===== src/pkg/reint_slice_pkg.sv =====
// Purpose: shared constants, types and decode functions for the vector reinterpret / slice datapath
// Assumes: 16-bit elements, four lanes, 32-bit APB register access
// Notes:   offsets are byte addresses, one aligned word per register

package reint_slice_pkg;

   // ==========================================================================
   // Datapath shape
   localparam int ELEM_W                   = 16;   // Bits per vector element
   localparam int samples_per_period_count = 4;    // Lanes handled per sample period
   localparam int POINT_W                  = 5;    // Holds 0 .. ELEM_W inclusive
   localparam int ADDR_W                   = 12;
   localparam int DATA_W                   = 32;

   // ==========================================================================
   // Default input type and slice configuration
   localparam bit IN_SIGNED_DEF      = 1'b1;
   localparam int IN_POINT_DEF       = 2;
   localparam int SLICE_WIDTH_DEF    = 8;
   localparam int TOP_OFFSET_DEF     = 0;
   localparam int BOTTOM_OFFSET_DEF  = 0;

   // ==========================================================================
   // Register offsets
   localparam logic [ADDR_W-1:0] CTRL_OFF   = 12'h000;
   localparam logic [ADDR_W-1:0] POINT_OFF  = 12'h004;
   localparam logic [ADDR_W-1:0] STATUS_OFF = 12'h008;
   localparam logic [ADDR_W-1:0] SLICE_OFF  = 12'h00c;

   // Control fields
   localparam int CTRL_FORCE_TYPE_BIT  = 0;
   localparam int CTRL_OUT_SIGNED_BIT  = 1;
   localparam int CTRL_FORCE_POINT_BIT = 2;
   localparam int CTRL_BOOL_OUT_BIT    = 3;
   localparam int CTRL_W               = 4;
   localparam logic [CTRL_W-1:0]  CTRL_RST  = 4'h0;
   localparam logic [POINT_W-1:0] POINT_RST = 5'h00;

   // Status fields
   localparam int ST_SIGNED_BIT    = 0;
   localparam int ST_POINT_LSB     = 8;
   localparam int ST_BAD_POINT_BIT = 16;

   // Slice description fields
   localparam int SL_LO_LSB   = 0;
   localparam int SL_HI_LSB   = 8;
   localparam int SL_W_LSB    = 16;
   localparam int SL_BOOL_BIT = 24;

   // Slice output type, always unsigned with point at zero
   localparam logic               SLICE_SIGNED = 1'b0;
   localparam logic [POINT_W-1:0] SLICE_POINT  = 5'h00;

   // ==========================================================================
   // Slice range description
   typedef enum {range_two_bits, range_upper_width, range_lower_width} range_mode_type;
   typedef enum {top_bit_reference, lsb_reference, point_reference}    bit_ref_type;

   // Absolute bit index of an end-point given its reference
   function automatic int bit_position(bit_ref_type ref_sel, int offset, int in_point);
      int pos;
      pos = offset;
      case (ref_sel)
         top_bit_reference : pos = ELEM_W - 1 - offset;
         lsb_reference     : pos = offset;
         point_reference   : pos = in_point + offset;
         default           : pos = offset;
      endcase
      return pos;
   endfunction

   // Low index of the slice from the chosen range form
   function automatic int slice_low(range_mode_type mode, int top_pos, int bot_pos, int width);
      int lo;
      lo = bot_pos;
      case (mode)
         range_upper_width : lo = top_pos - width + 1;
         range_lower_width : lo = bot_pos;
         range_two_bits    : lo = bot_pos;
         default           : lo = bot_pos;
      endcase
      return lo;
   endfunction

endpackage


===== src/logic/reint_lane.sv =====
// Purpose: one lane of the reinterpret function
// Assumes: type labels travel beside the data, outside this lane
// Notes:   pure wiring, no gates and no storage

`timescale 1ns/100ps

module reint_lane
   import reint_slice_pkg::*;
(
   // Element in
   input  wire logic [ELEM_W-1:0] lane_in,
   // Element out
   output logic      [ELEM_W-1:0] lane_out
);

   // ==========================================================================
   // Pass-through
   // Same width, same bit positions; only the label changes elsewhere
   assign lane_out = lane_in;

endmodule


===== src/logic/slice_lane.sv =====
// Purpose: one lane of the slice function
// Assumes: SLICE_LO and SLICE_W place the range wholly inside the element
// Notes:   pure wiring; the range is fixed at elaboration

`timescale 1ns/100ps

module slice_lane
   import reint_slice_pkg::*;
#(
   parameter int SLICE_LO = 0,
   parameter int SLICE_W  = SLICE_WIDTH_DEF
)
(
   // Element in
   input  wire logic [ELEM_W-1:0]  lane_in,
   // Extracted bits out
   output logic      [SLICE_W-1:0] lane_out
);

   // ==========================================================================
   // Contiguous extraction
   // A fixed part-select costs no logic, only routing
   assign lane_out = lane_in[SLICE_LO +: SLICE_W];

endmodule


===== src/logic/vector_reint_slice.sv =====
// Purpose: vector reinterpret and slice datapath with APB type/option registers
// Assumes: input element type known at elaboration; APB master per APB protocol
// Notes:   data paths are wiring only; registers hold type labels and options
//
// The APB interface to the registers and the register offsets were decided locally.

`timescale 1ns/100ps

module vector_reint_slice
   import reint_slice_pkg::*;
#(
   parameter bit             IN_SIGNED     = IN_SIGNED_DEF,
   parameter int             IN_POINT      = IN_POINT_DEF,
   parameter int             SLICE_W       = SLICE_WIDTH_DEF,
   parameter range_mode_type RANGE_MODE    = range_lower_width,
   parameter bit_ref_type    TOP_REF       = top_bit_reference,
   parameter int             TOP_OFFSET    = TOP_OFFSET_DEF,
   parameter bit_ref_type    BOTTOM_REF    = lsb_reference,
   parameter int             BOTTOM_OFFSET = BOTTOM_OFFSET_DEF
)
(
   // Clock and reset
   input  wire logic                                        clk,
   input  wire logic                                        resetn,
   // APB slave
   input  wire logic [ADDR_W-1:0]                           paddr,
   input  wire logic                                        psel,
   input  wire logic                                        penable,
   input  wire logic                                        pwrite,
   input  wire logic [DATA_W-1:0]                           pwdata,
   input  wire logic [3:0]                                  pstrb,
   output logic      [DATA_W-1:0]                           prdata,
   output logic                                             pready,
   output logic                                             pslverr,
   // Vector in
   input  wire logic [samples_per_period_count*ELEM_W-1:0]  vec_in,
   // Reinterpret out
   output logic      [samples_per_period_count*ELEM_W-1:0]  reint_out,
   output logic                                             reint_signed,
   output logic      [POINT_W-1:0]                          reint_point,
   // Slice out
   output logic      [samples_per_period_count*SLICE_W-1:0] slice_out,
   output logic                                             slice_signed,
   output logic      [POINT_W-1:0]                          slice_point,
   output logic                                             slice_is_bool
);

   // ==========================================================================
   // Slice geometry, resolved at elaboration
   // Ends are found from their own reference, then one range form is chosen
   localparam int TOP_POS  = bit_position(TOP_REF, TOP_OFFSET, IN_POINT);
   localparam int BOT_POS  = bit_position(BOTTOM_REF, BOTTOM_OFFSET, IN_POINT);
   localparam int SLICE_LO = slice_low(RANGE_MODE, TOP_POS, BOT_POS, SLICE_W);
   localparam int SLICE_HI = SLICE_LO + SLICE_W - 1;

   // Constant views for the read-only slice register
   localparam logic [7:0] SLICE_LO_V = 8'(SLICE_LO);
   localparam logic [7:0] SLICE_HI_V = 8'(SLICE_HI);
   localparam logic [7:0] SLICE_W_V  = 8'(SLICE_W);
   localparam logic       ONE_BIT    = (SLICE_W == 1);
   localparam logic [POINT_W-1:0] IN_POINT_V = POINT_W'(IN_POINT);
   localparam logic [DATA_W-1:0]  ELEM_W_V   = DATA_W'(ELEM_W);

   // ==========================================================================
   // Register state
   logic [CTRL_W-1:0]  ctrl_q,     ctrl_d;
   logic [POINT_W-1:0] point_q,    point_d;
   logic               bad_pt_q,   bad_pt_d;
   logic [DATA_W-1:0]  rdata_q,    rdata_d;

   // Bus decode terms
   logic               setup_ph;
   logic               access_ph;
   logic               wr_acc;
   logic               hit_ctrl;
   logic               hit_point;
   logic               hit_status;
   logic               hit_slice;
   logic               mapped;
   logic               point_bad;

   // Effective type labels
   logic               eff_signed;
   logic [POINT_W-1:0] eff_point;

   // ==========================================================================
   // Datapath lanes
   // Every lane is an identical copy, so no lane can drift from another
   genvar lane;
   generate
      for (lane = 0; lane < samples_per_period_count; lane++) begin : g_lane
         reint_lane u_reint (
            .lane_in  (vec_in[lane*ELEM_W +: ELEM_W]),
            .lane_out (reint_out[lane*ELEM_W +: ELEM_W])
         );
         slice_lane #(
            .SLICE_LO (SLICE_LO),
            .SLICE_W  (SLICE_W)
         ) u_slice (
            .lane_in  (vec_in[lane*ELEM_W +: ELEM_W]),
            .lane_out (slice_out[lane*SLICE_W +: SLICE_W])
         );
      end
   endgenerate

   // ==========================================================================
   // Type labels
   // Labels only; the bits are never touched, so a signed value relabelled
   // unsigned, joined to two low bits and relabelled signed stays a plain
   // bus concatenation downstream
   always_comb begin
      eff_signed = IN_SIGNED;
      eff_point  = IN_POINT_V;
      if (ctrl_q[CTRL_FORCE_TYPE_BIT]) begin
         eff_signed = ctrl_q[CTRL_OUT_SIGNED_BIT];
      end
      if (ctrl_q[CTRL_FORCE_POINT_BIT]) begin
         eff_point = point_q;
      end
   end

   assign reint_signed  = eff_signed;
   assign reint_point   = eff_point;

   // Slice type never follows the input type
   assign slice_signed  = SLICE_SIGNED;
   assign slice_point   = SLICE_POINT;
   assign slice_is_bool = ctrl_q[CTRL_BOOL_OUT_BIT] & ONE_BIT;

   // ==========================================================================
   // APB decode
   // Zero-wait slave: read data is captured in the setup cycle
   assign setup_ph   = psel & ~penable;
   assign access_ph  = psel & penable;
   assign wr_acc     = access_ph & pwrite;
   assign hit_ctrl   = (paddr == CTRL_OFF);
   assign hit_status = (paddr == STATUS_OFF);
   assign hit_point  = (paddr == POINT_OFF);
   assign hit_slice  = (paddr == SLICE_OFF);
   assign mapped     = hit_ctrl | hit_point | hit_status | hit_slice;

   // Out-of-range point is refused before it can mislabel the output
   assign point_bad  = hit_point & pwrite & pstrb[0] & (pwdata > ELEM_W_V);

   assign pready     = 1'b1;
   assign pslverr    = access_ph & (~mapped | point_bad);
   assign prdata     = rdata_q;

   // ==========================================================================
   // Register next-state
   // A new refusal in the same cycle as the clear keeps the flag set
   always_comb begin
      ctrl_d   = ctrl_q;
      point_d  = point_q;
      bad_pt_d = bad_pt_q;
      rdata_d  = rdata_q;

      // Writes take effect in the access cycle only
      if (wr_acc) begin
         if (hit_ctrl && pstrb[0]) begin
            ctrl_d = pwdata[CTRL_W-1:0];
         end
         if (hit_point && pstrb[0] && !point_bad) begin
            point_d = pwdata[POINT_W-1:0];
         end
         if (hit_status && pstrb[2] && pwdata[ST_BAD_POINT_BIT]) begin
            bad_pt_d = 1'b0;
         end
      end
      if (wr_acc && point_bad) begin
         bad_pt_d = 1'b1;
      end

      // Read data prepared during setup, held through access
      if (setup_ph) begin
         rdata_d = '0;
         if (!pwrite) begin
            if (hit_ctrl) begin
               rdata_d[CTRL_W-1:0] = ctrl_q;
            end
            if (hit_point) begin
               rdata_d[POINT_W-1:0] = point_q;
            end
            if (hit_status) begin
               rdata_d[ST_SIGNED_BIT]                   = eff_signed;
               rdata_d[ST_POINT_LSB +: POINT_W]         = eff_point;
               rdata_d[ST_BAD_POINT_BIT]                = bad_pt_q;
            end
            if (hit_slice) begin
               rdata_d[SL_LO_LSB +: 8]  = SLICE_LO_V;
               rdata_d[SL_HI_LSB +: 8]  = SLICE_HI_V;
               rdata_d[SL_W_LSB +: 8]   = SLICE_W_V;
               rdata_d[SL_BOOL_BIT]     = slice_is_bool;
            end
         end
      end
   end

   // ==========================================================================
   // Register storage
   always_ff @(posedge clk or negedge resetn) begin
      if (!resetn) begin
         ctrl_q   <= CTRL_RST;
         point_q  <= POINT_RST;
         bad_pt_q <= 1'b0;
         rdata_q  <= '0;
      end else begin
         ctrl_q   <= ctrl_d;
         point_q  <= point_d;
         bad_pt_q <= bad_pt_d;
         rdata_q  <= rdata_d;
      end
   end

endmodule


===== config.mk =====
export PLATFORM = sky130hd
export DESIGN_NAME = vector_reint_slice
export DESIGN_NICKNAME = d
export VERILOG_FILES = /design/src/pkg/reint_slice_pkg.sv /design/src/logic/reint_lane.sv /design/src/logic/slice_lane.sv /design/src/logic/vector_reint_slice.sv
export SDC_FILE = /design/constraint.sdc
export NUM_CORES = 1
export LEC_CHECK = 0
export ABC_AREA = 1
export BUFFER_PORTS_ARGS = -buffer_cell sky130_fd_sc_hd__buf_4
export CAP_MARGIN = 10
export CORE_AREA = 2 2 100 102
export CTS_CLUSTER_SIZE = 16
export DETAILED_ROUTE_END_ITERATION = 8
export DIE_AREA = 0 0 102 104
export PLACE_DENSITY = 0.59
export RECOVER_POWER = 50
export SLEW_MARGIN = 20
export SYNTH_ARGS = -nofsm -noshare
export SYNTH_HDL_FRONTEND = slang
export SYNTH_SLANG_ARGS = --single-unit

===== constraint.sdc =====
create_clock -name clk -period 1.7 [get_ports clk]
set_input_delay 0.17 -clock clk [delete_from_list [all_inputs] [get_ports clk]]
set_output_delay 0.17 -clock clk [all_outputs]
set_load 0.005 [all_outputs]

Word level (Yosys, flattened, before mapping)
Cells that the tools add are included.

$lt $le $gt $ge: 1. Multiplexer cells: 12. Bitwise gates (word level): 13. Equal/unequal tests: 3. Reduce and logical (&&, ||, !) cells: 13.

Operators by type and width (count): two-way mux 20 bit (2); greater-than comparator 32 x 5 -> 1 bit, second input constant (1); == test 12 x 4 -> 1 bit, second input constant (2); two-way mux 5 bit (3); == test 12 x 3 -> 1 bit, second input constant (1); logical NOT 12 bit (1); bitwise AND 1 bit (7); logical AND 1 bit (6); two-way mux 1 bit (6); AND reduction 2 bit (3); two-way mux 4 bit (1); bitwise OR 1 bit (4); nonzero test 2 bit (2); inverter 1 bit (2); logical NOT 1 bit (1).

Input bits: 117. Logic and storage cells: 46. Bits in registers: 35. Output and inout bits: 143.

Logic depth before layout (Yosys ltp)
Gate-level depths: netlist of the first run.

Depth in word-level cells: 7. Mapped depth: 9. Gate-level depth less buffers: 8.

Cells and area by module
Synthesis of the first run repeated with hierarchy kept, for this count alone.

Cells, all modules: 308. Area total of the unflattened synthesis: 2331.0 µm².

Modules (own cells, without submodules): vector_reint_slice (area each 1610.3 µm², cells each 212, instances 1); reint_lane (area each 120.1 µm², cells each 16, instances 4); slice_lane (area each 60.1 µm², cells each 8, instances 4).

Least setup slack after synthesis of the first run
OpenSTA, ideal clock, no wires.

Path kind: in2out. Start: in paddr[7]. End: out pslverr. Path buffers: 0. Setup slack: 670 ps. Data arrival time: 860 ps. Cell stages on the path: 7. Cells stage by stage: nor2_2 -> nand2_2 -> nor2_4 -> nand3b_4 -> nor2_8 -> o21ai_2 -> nand2_1.

Word-level cells in the longest chain between the ends: 7. Elaborated cells between the ends (all ways): 13. Those cells by class: eq/ne: 3; bitwise: 9; reduce/logical: 1.

Ends and longest elaborated chain: from (decl) (line vector_reint_slice.sv:26) `input wire logic [ADDR_W-1:0] paddr,`; == test 12 x 3 -> 1 bit / logical NOT 12 bit (equally long branches) (line vector_reint_slice.sv:138, vector_reint_slice.sv:136); bitwise OR 1 bit (3 in a row) (line vector_reint_slice.sv:140) `assign mapped = hit_ctrl | hit_point | hit_status | hit_slice;`; inverter 1 bit (line vector_reint_slice.sv:146) `assign pslverr = access_ph & (~mapped | point_bad);`; bitwise OR 1 bit * (line vector_reint_slice.sv:146); bitwise AND 1 bit * (line vector_reint_slice.sv:146); to (decl) (line vector_reint_slice.sv:34) `output logic pslverr,`.

Every way passes the cells marked *; elsewhere a longest branch is shown, timed or not.

Final worst setup path of the first run
Start: reg ctrl_q[2]. End: out reint_point[1].

Word-level cells in the longest chain between the ends: 1.

Ends and longest elaborated chain: from (decl) (line vector_reint_slice.sv:66) `logic [CTRL_W-1:0] ctrl_q, ctrl_d;`; from (signal assigned) (line vector_reint_slice.sv:208) `ctrl_q <= ctrl_d;`; two-way mux 5 bit (line vector_reint_slice.sv:117) `if (ctrl_q[CTRL_FORCE_POINT_BIT]) begin`; to (decl) (line vector_reint_slice.sv:40) `output logic [POINT_W-1:0] reint_point,`.

Every way passes these cells.

==> results.cfg, run 1 <==
[die]
design.core.area_um2 = 9550
chipWidth_um = 102
start_util = 0.241
die-height_um = 104
design.portCount = 260
die_area_um2 = 10600
floorplan.rows = 36

[layout]
finalNetCount = 398
antennaDiodeCount = 0
final_cell_count_without_fillers = 413
drive_above_1_share = 0.386
area_growth_syn_to_layout_pct = -3.59

[global_route]
grt_first_pass_wirelength_um = 7090
grt_remaining_overflow = 0
grt_start_max_net_pins = 23
first_global_vias = 1457
groute.usage.overall = 0.0842
initial_antenna_violation_count = 0

[routing]
via_count = 1516
via_per_inst = 3.67
first_pass_iters = 4
detail_route.wl_per_cell_um = 11.0
wirelength_um = 4540
ant_nets = 0
drt_drc_violations_left = 0
drt_initial_violations = 42

[sta]
fin_setup_tns_ns = 0
number_of_setup_violations_in_the_final_report = 0
post-route-period-util = 0.809
finalWorstPathRequiredPeriod_ns = 1.38
finalHoldViolCount = 0
max_clock_freq_mhz = 727
finalClockSkew_ns = 0.00432
maxSlewViolCount = 0
grt_setup_unrepaired = no

[critical_path]
path_class = reg2out
cp_data_required_time_ns = 1.53
critPathLaunchType = flip-flop
crit_path_max_incr_delay_ns = 0.40
cpMaxStageDelayCell = dfrtp_1
worst_path_arrival_time_ns = 1.21
r2r_setup_slack_ns = 0.62
worst-path-max-fanout = 5
end_kind = primary output
cp_cell_sequence = inv_1 > or2_2 > buf_4

[yosys]
synth_largest_type_area_fraction = 0.405
synth_sequential_area_ratio = 0.239
netlist_instances = 306
syn_avg_cell_area_um2 = 7.52
post_synth_most_frequent_cells = buf_4, nand2_1, nor2_1
ys_async_sr_fraction = 1.00
yosys-top-cells-area = buf_4, dfrtp_1, nand2_1, nand3_1, nor2_1
yosys_warnings = 0
netlist.top_cell.by_area = buf_4
yosys_most_used_dff = dfrtp_1
number_of_flops_mapped_to_enable_cells_by_yosys = 0
yosys.cell_count.top_type = buf_4
synth-seq-cells = 22
yosysUniqueCellTypes = 25
post_synth_instance_area_um2 = 2300

[power]
pwr_density_nw_per_um2 = 540
static_leakage_nw = 1.24
max_rail_drop_vdd_mv = 0.278

[clocking]
cts-root-buf = clkbuf_8
cts_buffers = 3
cts-resized-gates = 0
cts.clk_slew.worst_paths_ns = 0.08
cts_tree = done
insertion_delay_ns = 0.27
h_tree_level_count = 1
max-clock-path-buffers = 2
cts_num_sinks = 22

[outcome]
result_of_the_run = finished, final reports clean

[placement]
dp_hpwl_um = 3840
portBuffers = 69
place_inst = 408
gpl.final_weighted_congestion = 0.762

[min_path]
hp-class = in2reg

[flow_run]
drv.max_cap_violation_count = 0
## worst max-delay path, delay by kind of cell, from the launching register on
kind	cells	cell delay (ns)
DFF	1	0.40
and+or+nand+nor	1	0.30
buffers and inverters	2	0.23
## routing by layer
layer	GRT usage	vias to the layer above	wire length [um]
li1	-	744	-
met1	0.0959	651	1790
met2	0.135	81	2120
met3	0.0296	40	441
met4	0.0476	0	191
met5	0	-	0
## power by group
part           switching (mW)  internal, mW
logic                  0.0887        0.0932
registers            0.000107         0.523
clock network           0.177         0.315
total                   0.266         0.931
## state kept, by name (all words and copies together), names as in the netlist
name,count
bad_pt_q,1
point_q,5
prdata,12
ctrl_q,4
## placed cells by master, fill, tap and decap left out, types with 2 or more instances in the layout
cell,Yosys,routed
nor2_2,6,6
nand4_2,2,2
nor2_4,5,5
inv_1,10,10
dfrtp_1,22,22
nand4_1,4,4
clkbuf_8,0,3
o21ai_1,7,7
nand3_1,19,19
nand2_2,6,6
buf_4,124,69
conb_1,2,28
nand2_4,2,2
inv_2,7,7
nor2_1,23,23
nand2_1,57,57
## cell type report
type	instances	area [um^2]
multi-input combinational	167	837
clock inverter	1	30.0
inverter	17	63.8
sequential	22	551
timing repair buffer	70	528
tap	133	166
fill	1089	7330
clock buffer	3	41.3
## repair_timing
item | 4_1_cts | 5_1_grt
buffers inserted | 0 | 0
hold endpoints to repair | 22 | 0
hold buffers | 1 | 0
## cell families (layout without fill, tap and decap cells)
| family | count (synthesis) | count (layout) | share of synthesized area |
|---|---|---|---|
| buf+inv | 143 | 91 | 0.439 |
| simple gates | 130 | 130 | 0.295 |
| flops | 22 | 22 | 0.239 |
| compound gates | 9 | 9 | 0.0229 |
| other cells | 2 | 28 | 0.00327 |
## final timing paths
path,startpoint,depth (start not counted),end
worst min register to register,prdata[19],2,prdata[19]
worst max register to register,ctrl_q[2],4,prdata[9]
max in group asynchronous,resetn,2,prdata[16]
worst max-delay path,ctrl_q[2],3,reint_point[1]
min in group asynchronous,resetn,2,prdata[11]
worst min-delay path,pwdata[0],3,ctrl_q[0]
## metrics by stage
stage / hold slack (ns) / worst slack (ns) / utilization / total power [mW] / cell area, um^2
final: 0.133 / 0.325 / 0.232 / 1.20 / 2220
after global routing: 0.143 / 0.269 / 0.232 / 1.25 / 2220
after CTS: 0.134 / 0.316 / 0.232 / 1.21 / 2220
after detailed placement: 0.0733 / 0.343 / 0.224 / 0.716 / 2140
after global placement: 0.0722 / 0.369 / 0.224 / 0.713 / 2140
after floorplan: -0.126 / 0.670 / - / 0.824 / 2400
Power figures use the tool's default switching activity.
==> run 2, diff against run 1 <==
Settings changed: ABC_AREA 1 to 0, CORE_AREA 2 2 100 102 to 2 2 101 103, DIE_AREA 0 0 102 104 to 0 0 103 105, PLACE_DENSITY 0.59 to 0.58.
Clock period 1.7 ns to 1.2 ns, I/O delays scaled along.
==> run 2 against run 1 <==
Against the previous run:
- the flow now finishes with violations (setup timing)
- synthesized cell count down 25%
- hold slack improved by 0.044 ns
- global-route usage rose by 0.52 points
- sequential share of layout area shrank 2.7 points
- first-iteration DRC count down 60%
- sequential power up 42%
- routed wire length increased by 13%
- utilization up 2.5 points
- combinational power up 78%
- clock power grew 5.3%
- final cell count decreased by 11%
- clock skew shrank 0.0036 ns
==> results.cfg, run 2 <==
[clocking]
cts-root-buf = clkbuf_8
cts.clk_slew.worst_paths_ns = 0.07
cts_tree = done
insertion_delay_ns = 0.26
h_tree_level_count = 1
cts_buffers = 3
cts_num_sinks = 22
max-clock-path-buffers = 2

[routing]
drt_initial_violations = 17
via_per_inst = 3.76
wirelength_um = 5150
via_count = 1388
ant_nets = 0
detail_route.wl_per_cell_um = 14.0
first_pass_iters = 4
drt_drc_violations_left = 0

[yosys]
yosys-top-cells-area = buf_4, dfrtp_1, nor4_4, mux2_4, mux2_2
netlist_instances = 231
syn_avg_cell_area_um2 = 9.15
synth_largest_type_area_fraction = 0.440
number_of_flops_mapped_to_enable_cells_by_yosys = 0
netlist.top_cell.by_area = buf_4
yosys_most_used_dff = dfrtp_1
post_synth_most_frequent_cells = buf_4, dfrtp_1, nand2_1
yosys_warnings = 0
synth_sequential_area_ratio = 0.261
ys_async_sr_fraction = 1.00
yosys.cell_count.top_type = buf_4
post_synth_instance_area_um2 = 2110
synth-seq-cells = 22
yosysUniqueCellTypes = 31

[placement]
gpl.final_weighted_congestion = 0.711
dp_hpwl_um = 4330
dp_worst_setup_slack_ns = -0.610
portBuffers = 69

[critical_path]
r2r-start = ctrl_q[2]
cp_data_required_time_ns = 1.08
setup.worst_path.start = paddr[1]
critPathLaunchType = primary input
path_class = in2out
worst_path_arrival_time_ns = 1.33
worst-path-max-fanout = 2
end_kind = primary output

[sta]
maxSlewViolCount = 0
finalHoldViolCount = 0
finalWorstPathRequiredPeriod_ns = 1.45
max_clock_freq_mhz = 689
grt_setup_unrepaired = yes
fin_setup_tns_ns = -3.22
number_of_setup_violations_in_the_final_report = 23
worst_slack_ns = -0.252
post-route-period-util = 1.21
finalClockSkew_ns = 0.000766

[power]
max_rail_drop_vdd_mv = 0.258
static_leakage_nw = 1.18
pwr_density_nw_per_um2 = 638
finalPower_mw = 1.58

[layout]
number_of_flip_flops_under_the_largest_register_name = 12
nFillCells = 1060
finalNetCount = 354
drive_above_1_share = 0.585
layout_common_cells = buf_4, conb_1, dfrtp_1
layout.cells.most_common = buf_4
area_growth_syn_to_layout_pct = 17.5
antennaDiodeCount = 0

[global_route]
grt_remaining_overflow = 0
globalRoute.busiestLayer = met2
groute.usage.overall = 0.0894
grtUsageMet2 = 0.173
grt_start_max_net_pins = 23
grt_util_met3 = 0.0328
first_global_vias = 1429
global_route_met1_utilization = 0.0845
initial_antenna_violation_count = 0
grt_first_pass_wirelength_um = 7380

[min_path]
hp-class = in2reg
min-delay-start = pwrite

[flow_run]
drv.max_cap_violation_count = 0

[die]
start_util = 0.219
design.core.area_um2 = 9640
chipWidth_um = 103
die_area_um2 = 10800
die-height_um = 105
design.portCount = 260
floorplan.rows = 36

[outcome]
violations = setup timing
result_of_the_run = complete, but fails checks
-- run 2: per-stage QoR --
stage	area (um^2)	util	std cells	hold slack (ns)
finish	2480	0.258	369	0.177
global route	2480	0.258	369	0.182
CTS	2410	0.250	367	0.167
detailed placement	2220	0.231	360	0.0242
global placement	2220	0.231	360	0.0190
floorplan	2280	-	257	-0.176
-- run 2: repair_timing --
| item | 4_1_cts | 5_1_grt |
|---|---|---|
| setup buffers | 2 | 2 |
| hold buffers | 1 | 0 |
| cloned | 0 | 0 |
| setup endpoints to repair | 25 | 28 |
| pin swaps | 12 | 8 |
| resized for setup | 22 | 11 |
| endpoints found under the hold margin | 22 | 0 |
-- run 2: metal layers --
metal / wire [um] / vias to the layer above
li1: - / 635
met4: 82 / 0
met1: 1720 / 643
met5: 0 / -
met2: 2870 / 92
met3: 479 / 18
-- run 2: area by class of cell --
class / count / area, um^2 / area share
clock buffer: 4 / 55.1 / 0.0222
multi-input combinational: 106 / 872 / 0.351
timing repair buffer: 103 / 836 / 0.337
sequential: 22 / 551 / 0.222
inverter: 1 / 3.75 / 0.00151
tap: 133 / 166 / 0.0670
-- run 2: worst paths after layout --
path                       cells past startpoint  slack, ns         end
max                                            8      -0.25     pslverr
min in group asynchronous                      2       0.29   prdata[2]
min reg2reg                                    2       0.48   prdata[1]
max reg2reg                                    3      -0.05  prdata[10]
min                                            3       0.18   prdata[0]
max in group asynchronous                      2       0.69   prdata[8]
-- run 2: cell families after synthesis --
logic type | count (synthesis) | share of synthesized area
buf+inv | 129 | 0.449
simple gates | 48 | 0.153
flops | 22 | 0.261
compound gates | 18 | 0.0639
mux | 12 | 0.0693
other cells | 2 | 0.00355
-- run 2: critical path, cell delays in order --
cell and delay [ns]:
buf_6 0.10, nor4_4 0.30, nand3_2 0.13, buf_6 0.14
buf_6 0.10, nand4bb_4 0.18, o21ai_2 0.13, buf_4 0.12
-- run 2: where the power goes --
group	leakage [nW]	switching [mW]	internal [mW]
clock	0.0288	0.226	0.292
sequential	0.308	0.000137	0.741
combinational	0.845	0.145	0.179
==> run 3, diff against run 2 <==
Settings changed: BUFFER_PORTS_ARGS -buffer_cell sky130_fd_sc_hd__buf_4 to default, DONT_BUFFER_PORTS from default to 1, PLACE_DENSITY 0.58 to 0.33.
Clock period 1.2 ns to 1.8 ns, I/O delays scaled along.
==> run 3 against run 2 <==
Against the previous run:
- the run now ends clean
- largest cell class unchanged
- critical path depth is 3 lower
- critical path type is now in2reg
- die area unchanged
- clock skew up 0.0018 ns
- final cell count fell by 26%
- register-to-register slack better by 0.57 ns
- sequential share of layout area is 13 points higher
- via count decreased by 25%
==> results.cfg, run 3 (synthesized netlist as in run 2, its figures left out) <==
[outcome]
result_of_the_run = finished, final reports clean

[power]
power.switching_mw = 0.208
power_report.internal_total_mw = 0.711
static_leakage_nw = 0.651
seq_power_share = 0.538
pwr_density_nw_per_um2 = 592
switching_share = 0.226
max_rail_drop_vdd_mv = 0.205
comb_power_share = 0.070
p_clk_frac = 0.393

[critical_path]
cp_cell_sequence = o41ai_1 > nand4_1 > nor4_4 > buf_4 > mux2_2
cp_data_required_time_ns = 1.96
critPathTopFamily = simple AND/OR/NAND/NOR gates
worst-path-max-fanout = 5
path_class = in2reg
crit_path_max_incr_delay_ns = 0.41
worst_r2r_path_depth = 3
regToRegEndpoint = prdata[8]
cpMaxStageDelayCell = o41ai_1
worst_path_arrival_time_ns = 1.61
path_buf_inv = 1
critPathLaunchType = primary input
r2r-start = ctrl_q[2]
r2r_setup_slack_ns = 0.52
end_kind = flip-flop

[min_path]
worst_hold_path.endpoint = prdata[3]
hp-class = in2reg
whs_path_depth = 1
min-delay-start = paddr[3]

[layout]
nFillCells = 1092
layout_common_cells = conb_1, dfrtp_1, nand2_1
number_of_flip_flops_under_the_largest_register_name = 12
area_growth_syn_to_layout_pct = -26.6
finalNetCount = 259
multi_input_comb_area_um2 = 711
drive_above_1_share = 0.170
final_area_um2 = 1550
layout.cells.most_common = conb_1
seq_area_um2 = 551
antennaDiodeCount = 0

[routing]
drt_drc_violations_left = 0
detail_route.wl_per_cell_um = 17.3
wirelength_um = 4730
via_per_inst = 3.80
ant_nets = 0
drt_initial_violations = 34
first_pass_iters = 4
via_count = 1042

[sta]
finalWorstPathRequiredPeriod_ns = 1.45
finalHoldViolCount = 0
maxSlewHeadroom = 0.632
number_of_setup_violations_in_the_final_report = 0
post-route-period-util = 0.807
max_clock_freq_mhz = 688
worst_slack_ns = 0.347
fin_setup_tns_ns = 0
worst_slew_pin_slew_ns = 0.547
maxSlewViolCount = 0
grt_setup_unrepaired = no
finalClockSkew_ns = 0.00256

[placement]
gpl.final_weighted_congestion = 0.645
dp_hpwl_um = 3870
portBuffers = 0
dp_worst_setup_slack_ns = -0.0203
placedInstanceArea_um2 = 1460

[die]
die-height_um = 105
start_util = 0.219
chipWidth_um = 103
design.core.area_um2 = 9640
design.portCount = 260
floorplan.rows = 36
die_area_um2 = 10800

[clocking]
cts.clk_slew.worst_paths_ns = 0.08
cts.repair_timing.setup_buffer_count = 0
cts_buffers = 3
max-clock-path-buffers = 2
cts_tree = done
insertion_delay_ns = 0.26
cts-root-buf = clkbuf_8
h_tree_level_count = 1
cts_num_sinks = 22

[global_route]
groute.usage.overall = 0.0856
grt_start_max_net_pins = 23
grt_first_pass_wirelength_um = 6760
initial_antenna_violation_count = 0
grt_remaining_overflow = 0
first_global_vias = 1107

[flow_run]
drv.max_cap_violation_count = 0
-- run 3: changes by cell type in the layout (fill, tap and decap cells not counted), sizes merged --
cell         change
buf             -97
dlygate4sd3      +2
-- run 3: per-stage QoR --
| step | total power, mW | utilization | instances | hold slack, ns |
|---|---|---|---|---|
| finish | 0.919 | 0.161 | 274 | 0.0115 |
| global route | 0.970 | 0.161 | 274 | 0.0147 |
| CTS | 0.936 | 0.160 | 273 | 0.00471 |
| detailed placement | 0.550 | 0.152 | 266 | -0.115 |
| global placement | 0.550 | 0.152 | 266 | -0.115 |
| floorplan | 0.764 | - | 257 | -0.116 |
-- run 3: how the worst max path moves through the flow --
stage                       endpoint  startpoint  depth (start not counted)  slack (ns)
after floorplan            ctrl_q[0]    paddr[7]                          4        0.21
after global placement    point_q[3]   pwdata[1]                          5        0.01
after detailed placement  point_q[3]   pwdata[1]                          5       -0.02
after CTS                 point_q[3]   pwdata[1]                          5        0.27
after global routing      point_q[1]   pwdata[1]                          5        0.23
final                     point_q[3]   pwdata[1]                          5        0.35
-- run 3: per-layer routing --
metal / GRT usage / part of all wire / vias to the layer above / wire length, um
met2: 0.145 / 0.51 / 86 / 2390
met3: 0.0401 / 0.13 / 27 / 600
met1: 0.0828 / 0.32 / 483 / 1500
met4: 0.0508 / 0.051 / 0 / 242
met5: 0 / 0 / - / 0
li1: - / - / 446 / -
-- run 3: repair_timing --
| action | 4_1_cts | 5_1_grt |
|---|---|---|
| setup endpoints to repair | 0 | 0 |
| hold buffers | 3 | 1 |
| resized for setup | 0 | 0 |
| hold endpoints to repair | 26 | 22 |
-- run 3: layout make-up --
class | count | share of cell area
clock buffer | 4 | 0.0355
inverter | 1 | 0.00242
multi-input combinational | 106 | 0.458
sequential | 22 | 0.355
tap | 133 | 0.107
timing repair buffer | 8 | 0.0419
-- run 3: power by group through the flow --
stage / Combinational [mW] / Sequential (mW) / Clock, mW
3_5_place_dp: 0.0462 / 0.504 / 0
3_3_place_gp: 0.0464 / 0.504 / 0
4_1_cts: 0.0642 / 0.494 / 0.378
2_1_floorplan: 0.260 / 0.504 / 0
6_report: 0.0641 / 0.494 / 0.361
5_1_grt: 0.0737 / 0.494 / 0.402
